==> config.mk <==
export PLATFORM = sky130hd
export DESIGN_NAME = sdram_command_pin_interface
export DESIGN_NICKNAME = d
export VERILOG_FILES = /design/src/byte_mask_capture.v /design/src/pin_sync.v /design/src/sdram_command_pin_interface.v
export VERILOG_INCLUDE_DIRS = /design/src
export SDC_FILE = /design/constraint.sdc
export NUM_CORES = 1
export LEC_CHECK = 0
export BUFFER_PORTS_ARGS = -buffer_cell sky130_fd_sc_hd__buf_4
export CORE_MARGIN = 2
export CORE_UTILIZATION = 40
export DETAILED_ROUTE_END_ITERATION = 8
export PLACE_DENSITY = 0.56
export SYNTH_ARGS = -nofsm -noshare
export SYNTH_HDL_FRONTEND = slang
export SYNTH_SLANG_ARGS = --single-unit
==> constraint.sdc <==
create_clock -name ref_clk -period 5.95 [get_ports ref_clk]
set_input_delay 1.19 -clock ref_clk [delete_from_list [all_inputs] [get_ports ref_clk]]
set_output_delay 1.19 -clock ref_clk [all_outputs]
set_load 0.02 [all_outputs]
==> src/sdram_pin_defs.vh <==
`ifndef SDRAM_PIN_DEFS_VH
`define SDRAM_PIN_DEFS_VH
`define CMD_MRS 3'h0
`define CMD_REF 3'h1
`define CMD_PRE 3'h2
`define CMD_ACT 3'h3
`define CMD_WR 3'h4
`define CMD_ZQ 3'h6
`define CMD_RD 3'h5
`define CMD_NOP 3'h7
`define MR_SEL_TERM_A 3'h1
`define MR_SEL_SR 3'h2
`define SR_ASR_BIT 6
`define SR_EXT_BIT 7
`define AP_BIT 10
`define BC_BIT 12
`define ST_IDLE 2'h0
`define ST_ACTIVE 2'h1
`define ST_PDOWN 2'h2
`define ST_SREF 2'h3
`endif
==> src/byte_mask_capture.v <==
`timescale 1ns/1ns
module byte_mask_capture (
    input wire clk,
    input wire rst_n,
    input wire strobe_s,
    input wire mask_s,
    input wire [7:0] data_s,
    input wire write_win,
    output reg [7:0] byte_out,
    output reg byte_valid,
    output reg byte_masked
);
    reg strobe_d_r;
    wire edge_any;
    assign edge_any = strobe_s ^ strobe_d_r;
    always @(posedge clk or negedge rst_n)
    begin
        if (!rst_n)
        begin
            strobe_d_r <= 1'b0;
            byte_out <= 8'h00;
            byte_valid <= 1'b0;
            byte_masked <= 1'b0;
        end
        else
        begin
            strobe_d_r <= strobe_s;
            byte_valid <= 1'b0;
            byte_masked <= 1'b0;
            if (edge_any && write_win)
            begin
                if (mask_s)
                    byte_masked <= 1'b1;
                else
                begin
                    byte_valid <= 1'b1;
                    byte_out <= data_s;
                end
            end
        end
    end
endmodule // byte_mask_capture

==> src/pin_sync.v <==
`timescale 1ns/1ns
module pin_sync #(
    parameter W = 1
) (
    input wire clk,
    input wire rst_n,
    input wire [W-1:0] d,
    output wire [W-1:0] q
);
    reg [W-1:0] s1_r;
    reg [W-1:0] s2_r;
    always @(posedge clk or negedge rst_n)
    begin
        if (!rst_n)
        begin
            s1_r <= {W{1'b0}};
            s2_r <= {W{1'b0}};
        end
        else
        begin
            s1_r <= d;
            s2_r <= s1_r;
        end
    end
    assign q = s2_r;
endmodule // pin_sync

==> src/sdram_command_pin_interface.v <==
`timescale 1ns/1ns
`include "sdram_pin_defs.vh"
// Functional notes
// - Command, bank and address inputs are captured on the rising edge of the true clock.
// - Clock enable low enters power-down, or self-refresh on a refresh command with all banks idle.
// - Clock enable high exits self-refresh without a clock edge.
// - In self-refresh only clock enable and reset are listened to.
// - A command with chip select high is ignored.
// - Commands decode from chip select and the three strobes.
// - Captured termination high enables termination on data pins.
// - Termination is ignored when disabled in mode registers or in self-refresh.
// - A byte with its mask high during a write is discarded.
// - Masks are sampled on both data strobe edges.
// - Self-refresh mode bit A6 selects automatic mode; A7 selects extended temperature in manual mode.
// - Bank inputs pick the bank, or the mode register on a set command.
// - The auto-precharge bit means auto-precharge or all-bank precharge.
// - The burst-chop bit high is a full burst and low a chopped one.
// - Reset low holds the device in reset after a two-stage ref_clk synchronizer.
module sdram_command_pin_interface (
    input wire ref_clk,
    input wire rst_n,
    input wire clock_true,
    input wire clock_complement,
    input wire clock_enable_in,
    input wire chip_select_n,
    input wire row_strobe_n,
    input wire column_strobe_n,
    input wire write_enable_n,
    input wire termination_ctrl,
    input wire [2:0] bank_select_inputs,
    input wire [12:0] address_in,
    input wire lower_data_strobe,
    input wire upper_data_strobe,
    input wire lower_byte_mask,
    input wire upper_byte_mask,
    input wire [7:0] lower_data_in,
    input wire [7:0] upper_data_in,
    input wire reset_in_n,
    output reg [2:0] cmd_code,
    output reg cmd_valid,
    output reg [2:0] cmd_bank,
    output reg [12:0] cmd_addr,
    output reg auto_precharge,
    output reg precharge_all,
    output reg burst_chop,
    output reg [1:0] power_state,
    output reg buffers_on,
    output reg termination_on,
    output reg auto_self_refresh,
    output reg ext_temp_self_refresh,
    output reg [7:0] lower_byte_out,
    output reg lower_byte_valid,
    output reg [7:0] upper_byte_out,
    output reg upper_byte_valid
);
    reg rst_s1_r;
    reg rst_s2_r;
    wire rst_core_n;
    always @(posedge ref_clk or negedge rst_n)
    begin
        if (!rst_n)
        begin
            rst_s1_r <= 1'b0;
            rst_s2_r <= 1'b0;
        end
        else
        begin
            rst_s1_r <= 1'b1;
            rst_s2_r <= rst_s1_r;
        end
    end
    wire [0:0] pin_rst_s;
    pin_sync #(.W(1)) u_rst_sync (
        .clk(ref_clk),
        .rst_n(rst_s2_r),
        .d(reset_in_n),
        .q(pin_rst_s)
    );
    assign rst_core_n = rst_s2_r & pin_rst_s[0];

    wire [35:0] pins_s;
    pin_sync #(.W(36)) u_pin_sync (
        .clk(ref_clk),
        .rst_n(rst_s2_r),
        .d({clock_true, clock_complement, clock_enable_in, chip_select_n,
            row_strobe_n, column_strobe_n, write_enable_n, termination_ctrl,
            bank_select_inputs, address_in, lower_data_strobe,
            upper_data_strobe, lower_byte_mask, upper_byte_mask,
            lower_data_in[7:0]}),
        .q(pins_s)
    );
    wire [7:0] upper_s;
    pin_sync #(.W(8)) u_upd_sync (
        .clk(ref_clk),
        .rst_n(rst_s2_r),
        .d(upper_data_in),
        .q(upper_s)
    );
    wire ck_s = pins_s[35];
    wire ckb_s = pins_s[34];
    wire cke_s = pins_s[33];
    wire cs_s = pins_s[32];
    wire [2:0] rcw_s = pins_s[31:29];
    wire odt_s = pins_s[28];
    wire [2:0] ba_s = pins_s[27:25];
    wire [12:0] a_s = pins_s[24:12];
    wire ldqs_s = pins_s[11];
    wire udqs_s = pins_s[10];
    wire ldm_s = pins_s[9];
    wire udm_s = pins_s[8];
    wire [7:0] ldq_s = pins_s[7:0];

    reg ck_d_r;
    reg [1:0] state_r;
    reg [1:0] state_nxt;
    reg [7:0] bank_open_r;
    reg term_dis_a_r;
    reg term_dis_b_r;
    reg writing_r;
    wire ck_rise = ck_s & ~ck_d_r & ~ckb_s;
    wire in_sref = (state_r == `ST_SREF);
    wire cmd_buf_en = ~in_sref & (state_r != `ST_PDOWN);
    wire take = ck_rise & cmd_buf_en & cke_s & ~cs_s;
    wire [2:0] cmd = rcw_s;

    always @*
    begin
        state_nxt = state_r;
        case (state_r)
            `ST_IDLE:
                if (ck_rise && !cke_s)
                    state_nxt = (!cs_s && cmd == `CMD_REF) ? `ST_SREF :
                                `ST_PDOWN;
                else if (bank_open_r != 8'h00)
                    state_nxt = `ST_ACTIVE;
            `ST_ACTIVE:
                if (ck_rise && !cke_s)
                    state_nxt = `ST_PDOWN;
                else if (bank_open_r == 8'h00)
                    state_nxt = `ST_IDLE;
            `ST_PDOWN:
                if (ck_rise && cke_s)
                    state_nxt = (bank_open_r != 8'h00) ? `ST_ACTIVE :
                                `ST_IDLE;
            `ST_SREF:
                if (cke_s)
                    state_nxt = `ST_IDLE;
            default:
                state_nxt = `ST_IDLE;
        endcase
    end

    always @(posedge ref_clk or negedge rst_core_n)
    begin
        if (!rst_core_n)
        begin
            ck_d_r <= 1'b0;
            state_r <= `ST_IDLE;
            bank_open_r <= 8'h00;
            term_dis_a_r <= 1'b1;
            term_dis_b_r <= 1'b1;
            writing_r <= 1'b0;
            cmd_code <= `CMD_NOP;
            cmd_valid <= 1'b0;
            cmd_bank <= 3'h0;
            cmd_addr <= 13'h0000;
            auto_precharge <= 1'b0;
            precharge_all <= 1'b0;
            burst_chop <= 1'b0;
            power_state <= `ST_IDLE;
            buffers_on <= 1'b1;
            termination_on <= 1'b0;
            auto_self_refresh <= 1'b0;
            ext_temp_self_refresh <= 1'b0;
        end
        else
        begin
            ck_d_r <= ck_s;
            state_r <= state_nxt;
            power_state <= state_nxt;
            buffers_on <= (state_nxt != `ST_SREF) &&
                          (state_nxt != `ST_PDOWN);
            cmd_valid <= take;
            termination_on <= odt_s & (state_nxt != `ST_SREF) &
                              ~(term_dis_a_r & term_dis_b_r);
            if (take)
            begin
                cmd_code <= cmd;
                cmd_bank <= ba_s;
                cmd_addr <= a_s;
                auto_precharge <= 1'b0;
                precharge_all <= 1'b0;
                case (cmd)
                    `CMD_ACT:
                        bank_open_r[ba_s] <= 1'b1;
                    `CMD_PRE:
                        if (a_s[`AP_BIT])
                        begin
                            bank_open_r <= 8'h00;
                            precharge_all <= 1'b1;
                        end
                        else
                            bank_open_r[ba_s] <= 1'b0;
                    `CMD_RD, `CMD_WR:
                    begin
                        auto_precharge <= a_s[`AP_BIT];
                        if (a_s[`AP_BIT])
                            bank_open_r[ba_s] <= 1'b0;
                        burst_chop <= ~a_s[`BC_BIT];
                        writing_r <= (cmd == `CMD_WR);
                    end
                    `CMD_MRS:
                    begin
                        if (ba_s == `MR_SEL_TERM_A)
                            term_dis_a_r <= (a_s[9] | a_s[6] | a_s[2])
                                            == 1'b0;
                        if (ba_s == `MR_SEL_SR)
                        begin
                            term_dis_b_r <= a_s[10:9] == 2'h0;
                            auto_self_refresh <= a_s[`SR_ASR_BIT];
                            ext_temp_self_refresh <= ~a_s[`SR_ASR_BIT] &
                                                     a_s[`SR_EXT_BIT];
                        end
                    end
                    default:
                        writing_r <= writing_r;
                endcase
            end
            else if (!cke_s)
                writing_r <= 1'b0;
        end
    end

    wire [7:0] lb;
    wire [7:0] ub;
    wire lv;
    wire uv;
    wire win = writing_r & cke_s;
    byte_mask_capture u_lower (
        .clk(ref_clk),
        .rst_n(rst_core_n),
        .strobe_s(ldqs_s),
        .mask_s(ldm_s),
        .data_s(ldq_s),
        .write_win(win),
        .byte_out(lb),
        .byte_valid(lv),
        .byte_masked()
    );
    byte_mask_capture u_upper (
        .clk(ref_clk),
        .rst_n(rst_core_n),
        .strobe_s(udqs_s),
        .mask_s(udm_s),
        .data_s(upper_s),
        .write_win(win),
        .byte_out(ub),
        .byte_valid(uv),
        .byte_masked()
    );
    always @(posedge ref_clk or negedge rst_core_n)
    begin
        if (!rst_core_n)
        begin
            lower_byte_out <= 8'h00;
            lower_byte_valid <= 1'b0;
            upper_byte_out <= 8'h00;
            upper_byte_valid <= 1'b0;
        end
        else
        begin
            lower_byte_out <= lb;
            lower_byte_valid <= lv;
            upper_byte_out <= ub;
            upper_byte_valid <= uv;
        end
    end
endmodule // sdram_command_pin_interface

==> impl_metrics.tcl <==
set metrics [dict create \
    critical_path_arrival_ns 1.07 \
    vias 2760 \
    tritoncts "done" \
    rsz0062_at_grt "no" \
    cp_top_family "flip-flops" \
    critical_path_buf_inv_count 1 \
    synth-async-reset-ratio 1.000 \
    grt_overflow 0 \
    placedInstanceArea_um2 6292 \
    cts_inserted_buffers 17 \
    yosysTopAreaCellShare 0.7642 \
    setup_tns_ns 0 \
    grt_antenna_before_repair 0 \
    floorplan.core_area_um2 13240 \
    clock_pin_slew_reported_for_the_worst_setup_and_hold_paths_after_clock_tree_synthesis_ns 0.06 \
    dpl.hpwl_um 5905 \
    worst_pin_slew_ns 1.054 \
    worst_path_cell_trace "buf_4" \
    status "complete, no violations" \
    r2r_cells 3 \
    final-hold-violation-count 0 \
    num-fill-cells 1140 \
    cts_root_buffer "sky130_fd_sc_hd__clkbuf_16" \
    rows 42 \
    routed_via_density 4.600 \
    final_core_util 0.5207 \
    total_leakage_power_nw 3.379 \
    critical-path-max-stage-delay_ns 0.53 \
    critical_path_required_ns 4.76 \
    setup.worst_path.end_class "primary output" \
    cts_resized 0 \
    synth_area_per_cell_um2 17.71 \
    insertedDiodeCount 0 \
    post-cts-setup-buffer-count 0 \
    syn_nets 352 \
    globalplace.congestion 0.8425 \
    yosys_most_used_dff "sky130_fd_sc_hd__dfrtp_1" \
    h_tree_depth 4 \
    ioPinCount 94 \
    drive_above_1_share 0.4222 \
    final_design_area_no_fill_um2 6895 \
    final.setup_skew_ns 0.005704 \
    iteration_count_of_the_initial_detailed_routing_pass 4 \
    maximum_vdd_drop_uv 262.6 \
    crit_path_start_kind "flip-flop" \
    period_share 0.3804 \
    clk_latency_ns 0.41 \
    cp_num_cells 1 \
    period_needed_ns 2.263 \
    synth_most_common_cell "sky130_fd_sc_hd__dfrtp_1" \
    area_growth_syn_to_layout_pct 27.63 \
    timing.critical_path.fanout_max 2 \
    global_route.usage.total 0.1407 \
    synthCells 305 \
    timing.hold.worst.class "flip-flop to async pin" \
    worstSetupPathType "flip-flop to primary output" \
    routed_wirelength_um 9086 \
    drt_iter0_markers 72 \
    critical-path-slowest-cell "sky130_fd_sc_hd__dfstp_2" \
    cts_hold_buffers 0 \
    fmax_mhz 441.9 \
    grt_first_pass_wirelength_um 15180 \
    final_setup_violation_count 0 \
    antenna_left 0 \
    post_dr_wirelength_cell_um 15.14 \
    synth_largest_area_cell "sky130_fd_sc_hd__dfrtp_1" \
    slew_headroom 0.2973 \
    clock-sinks 171 \
    synth_commonest_cells "sky130_fd_sc_hd__dfrtp_1, sky130_fd_sc_hd__mux2_2, sky130_fd_sc_hd__inv_1, sky130_fd_sc_hd__nand4_1" \
    maxCapViolations 0 \
    drc 0 \
    finish.net_count 458 \
    yosys-top-cells-area "sky130_fd_sc_hd__dfrtp_1, sky130_fd_sc_hd__mux2_2, sky130_fd_sc_hd__dfstp_2, sky130_fd_sc_hd__a211o_1, sky130_fd_sc_hd__nand4_1" \
    yosysSeqAreaShare 0.7934 \
    power-per-cell-area_nw_per_um2 380.5 \
    initial_core_util 0.4080 \
    report.final.slew_viol_count 0 \
    cts_buffer_depth 2 \
    first_global_vias 2937 \
    yosysWarningCount 0 \
    portBuffers 93 \
    syn_area_um2 5403 \
    design_power_total_mw 2.623 \
    grt_start_max_net_pins 80 \
    die_area_um2 14450 \
    postSynthRegisterBits 171 \
    die_w_um 120.2 \
    dieHeight_um 120.2 \
    synth.lib_cells_used.distinct 37 \
    synth_enable_flop_cells 0 \
]
==> placed cells by master, fill, tap and decap left out, types with 2 or more instances in the layout <==
master,netlist,routed
sky130_fd_sc_hd__clkbuf_1,2,2
sky130_fd_sc_hd__o211a_1,2,2
sky130_fd_sc_hd__mux2_2,41,41
sky130_fd_sc_hd__buf_4,0,94
sky130_fd_sc_hd__mux2i_1,2,2
sky130_fd_sc_hd__clkinv_2,0,4
sky130_fd_sc_hd__a211o_1,8,8
sky130_fd_sc_hd__o21ai_0,3,3
sky130_fd_sc_hd__dfrtp_1,165,164
sky130_fd_sc_hd__nand4_1,10,10
sky130_fd_sc_hd__nor3_4,2,2
sky130_fd_sc_hd__nor3b_1,4,4
sky130_fd_sc_hd__nor2b_1,2,2
sky130_fd_sc_hd__clkinvlp_4,0,2
sky130_fd_sc_hd__nor4_1,2,2
sky130_fd_sc_hd__nor2_1,2,2
sky130_fd_sc_hd__clkbuf_8,0,2
sky130_fd_sc_hd__clkbuf_16,0,17
sky130_fd_sc_hd__and3b_1,5,5
sky130_fd_sc_hd__nand2_1,3,3
sky130_fd_sc_hd__nor3_1,4,4
sky130_fd_sc_hd__nand3_1,2,2
sky130_fd_sc_hd__nor3b_4,2,2
sky130_fd_sc_hd__o211ai_1,8,8
sky130_fd_sc_hd__xnor2_1,2,2
sky130_fd_sc_hd__dfstp_2,6,6
sky130_fd_sc_hd__bufinv_16,0,3
sky130_fd_sc_hd__inv_1,10,10
==> worst reg2reg max path, cell delays in order, from the launching register on <==
cell and delay (ns):
sky130_fd_sc_hd__dfrtp_1 0.41, sky130_fd_sc_hd__nor3b_4 0.60, sky130_fd_sc_hd__nand2_2 0.53, sky130_fd_sc_hd__mux2_2 0.43
==> flip-flops by register name, summed over array words and instances, names as in the netlist, 8 cells and up <==
name and count:
u_pin_sync.q 36, u_pin_sync.s1_r 36, cmd_addr 13, bank_open_r 8, lower_byte_out 8, u_lower.byte_out 8
u_upd_sync.q 8, u_upd_sync.s1_r 8, u_upper.byte_out 8, upper_byte_out 8
==> power breakdown <==
group | switching (mW) | total, mW | internal (mW)
combinational | 0.116 | 0.230 | 0.114
sequential | 0.0469 | 1.29 | 1.25
clock | 0.418 | 1.10 | 0.681
total | 0.581 | 2.62 | 2.04
==> layer usage <==
layer | track usage | wire [um] | vias to the layer above
met4 | 0.05015 | 134 | 0
li1 | - | - | 1271
met1 | 0.1759 | 3788 | 1400
met2 | 0.2251 | 4605 | 78
met3 | 0.05377 | 558 | 11
met5 | 0 | 0 | -
==> through the flow <==
step / std cells / hold slack, ns / setup slack [ns]
floorplan: 305 / 0.3312 / 1.028
global placement: 568 / 0.2978 / 3.893
detailed placement: 568 / 0.3019 / 3.851
CTS: 600 / 0.3071 / 3.660
global route: 600 / 0.3326 / 3.618
finish: 600 / 0.2795 / 3.687
==> cell type report <==
type                    instances  area, um^2  share of cell area
multi-input cells             117        1039              0.1506
flip-flops and latches        171        4290              0.6222
clock inverters                11       142.6             0.02069
inverters                      10       37.54            0.005444
repair buffers                 94       705.7              0.1023
well taps                     176       220.2             0.03194
clock buffers                  21       460.4             0.06678
==> final timing paths <==
kind / from / endpoint / slack [ns]
max: cmd_code[0] / cmd_code[0] / 3.69
min: rst_s2_r / u_upd_sync.q[0] / 0.28
max reg2reg: ck_d_r / cmd_addr[12] / 3.87
min reg2reg: rst_s2_r / u_upd_sync.q[0] / 0.28
max in group asynchronous: rst_s2_r / u_upper.strobe_d_r / 4.20
min in group ref_clk: u_pin_sync.s1_r[31] / u_pin_sync.q[31] / 0.35
==> cells by family (layout without fill, tap and decap cells) <==
logic type / count (synthesis) / count (layout) / share of synthesized area
flops: 171 / 171 / 0.7934
simple gates: 46 / 46 / 0.06230
mux: 43 / 43 / 0.08916
compound gates: 25 / 25 / 0.03636
buf+inv: 17 / 136 / 0.01482
xor+xnor: 2 / 2 / 0.003243
other cells: 1 / 1 / 0.0006941
Note: power is estimated with default switching activity, not from simulation.
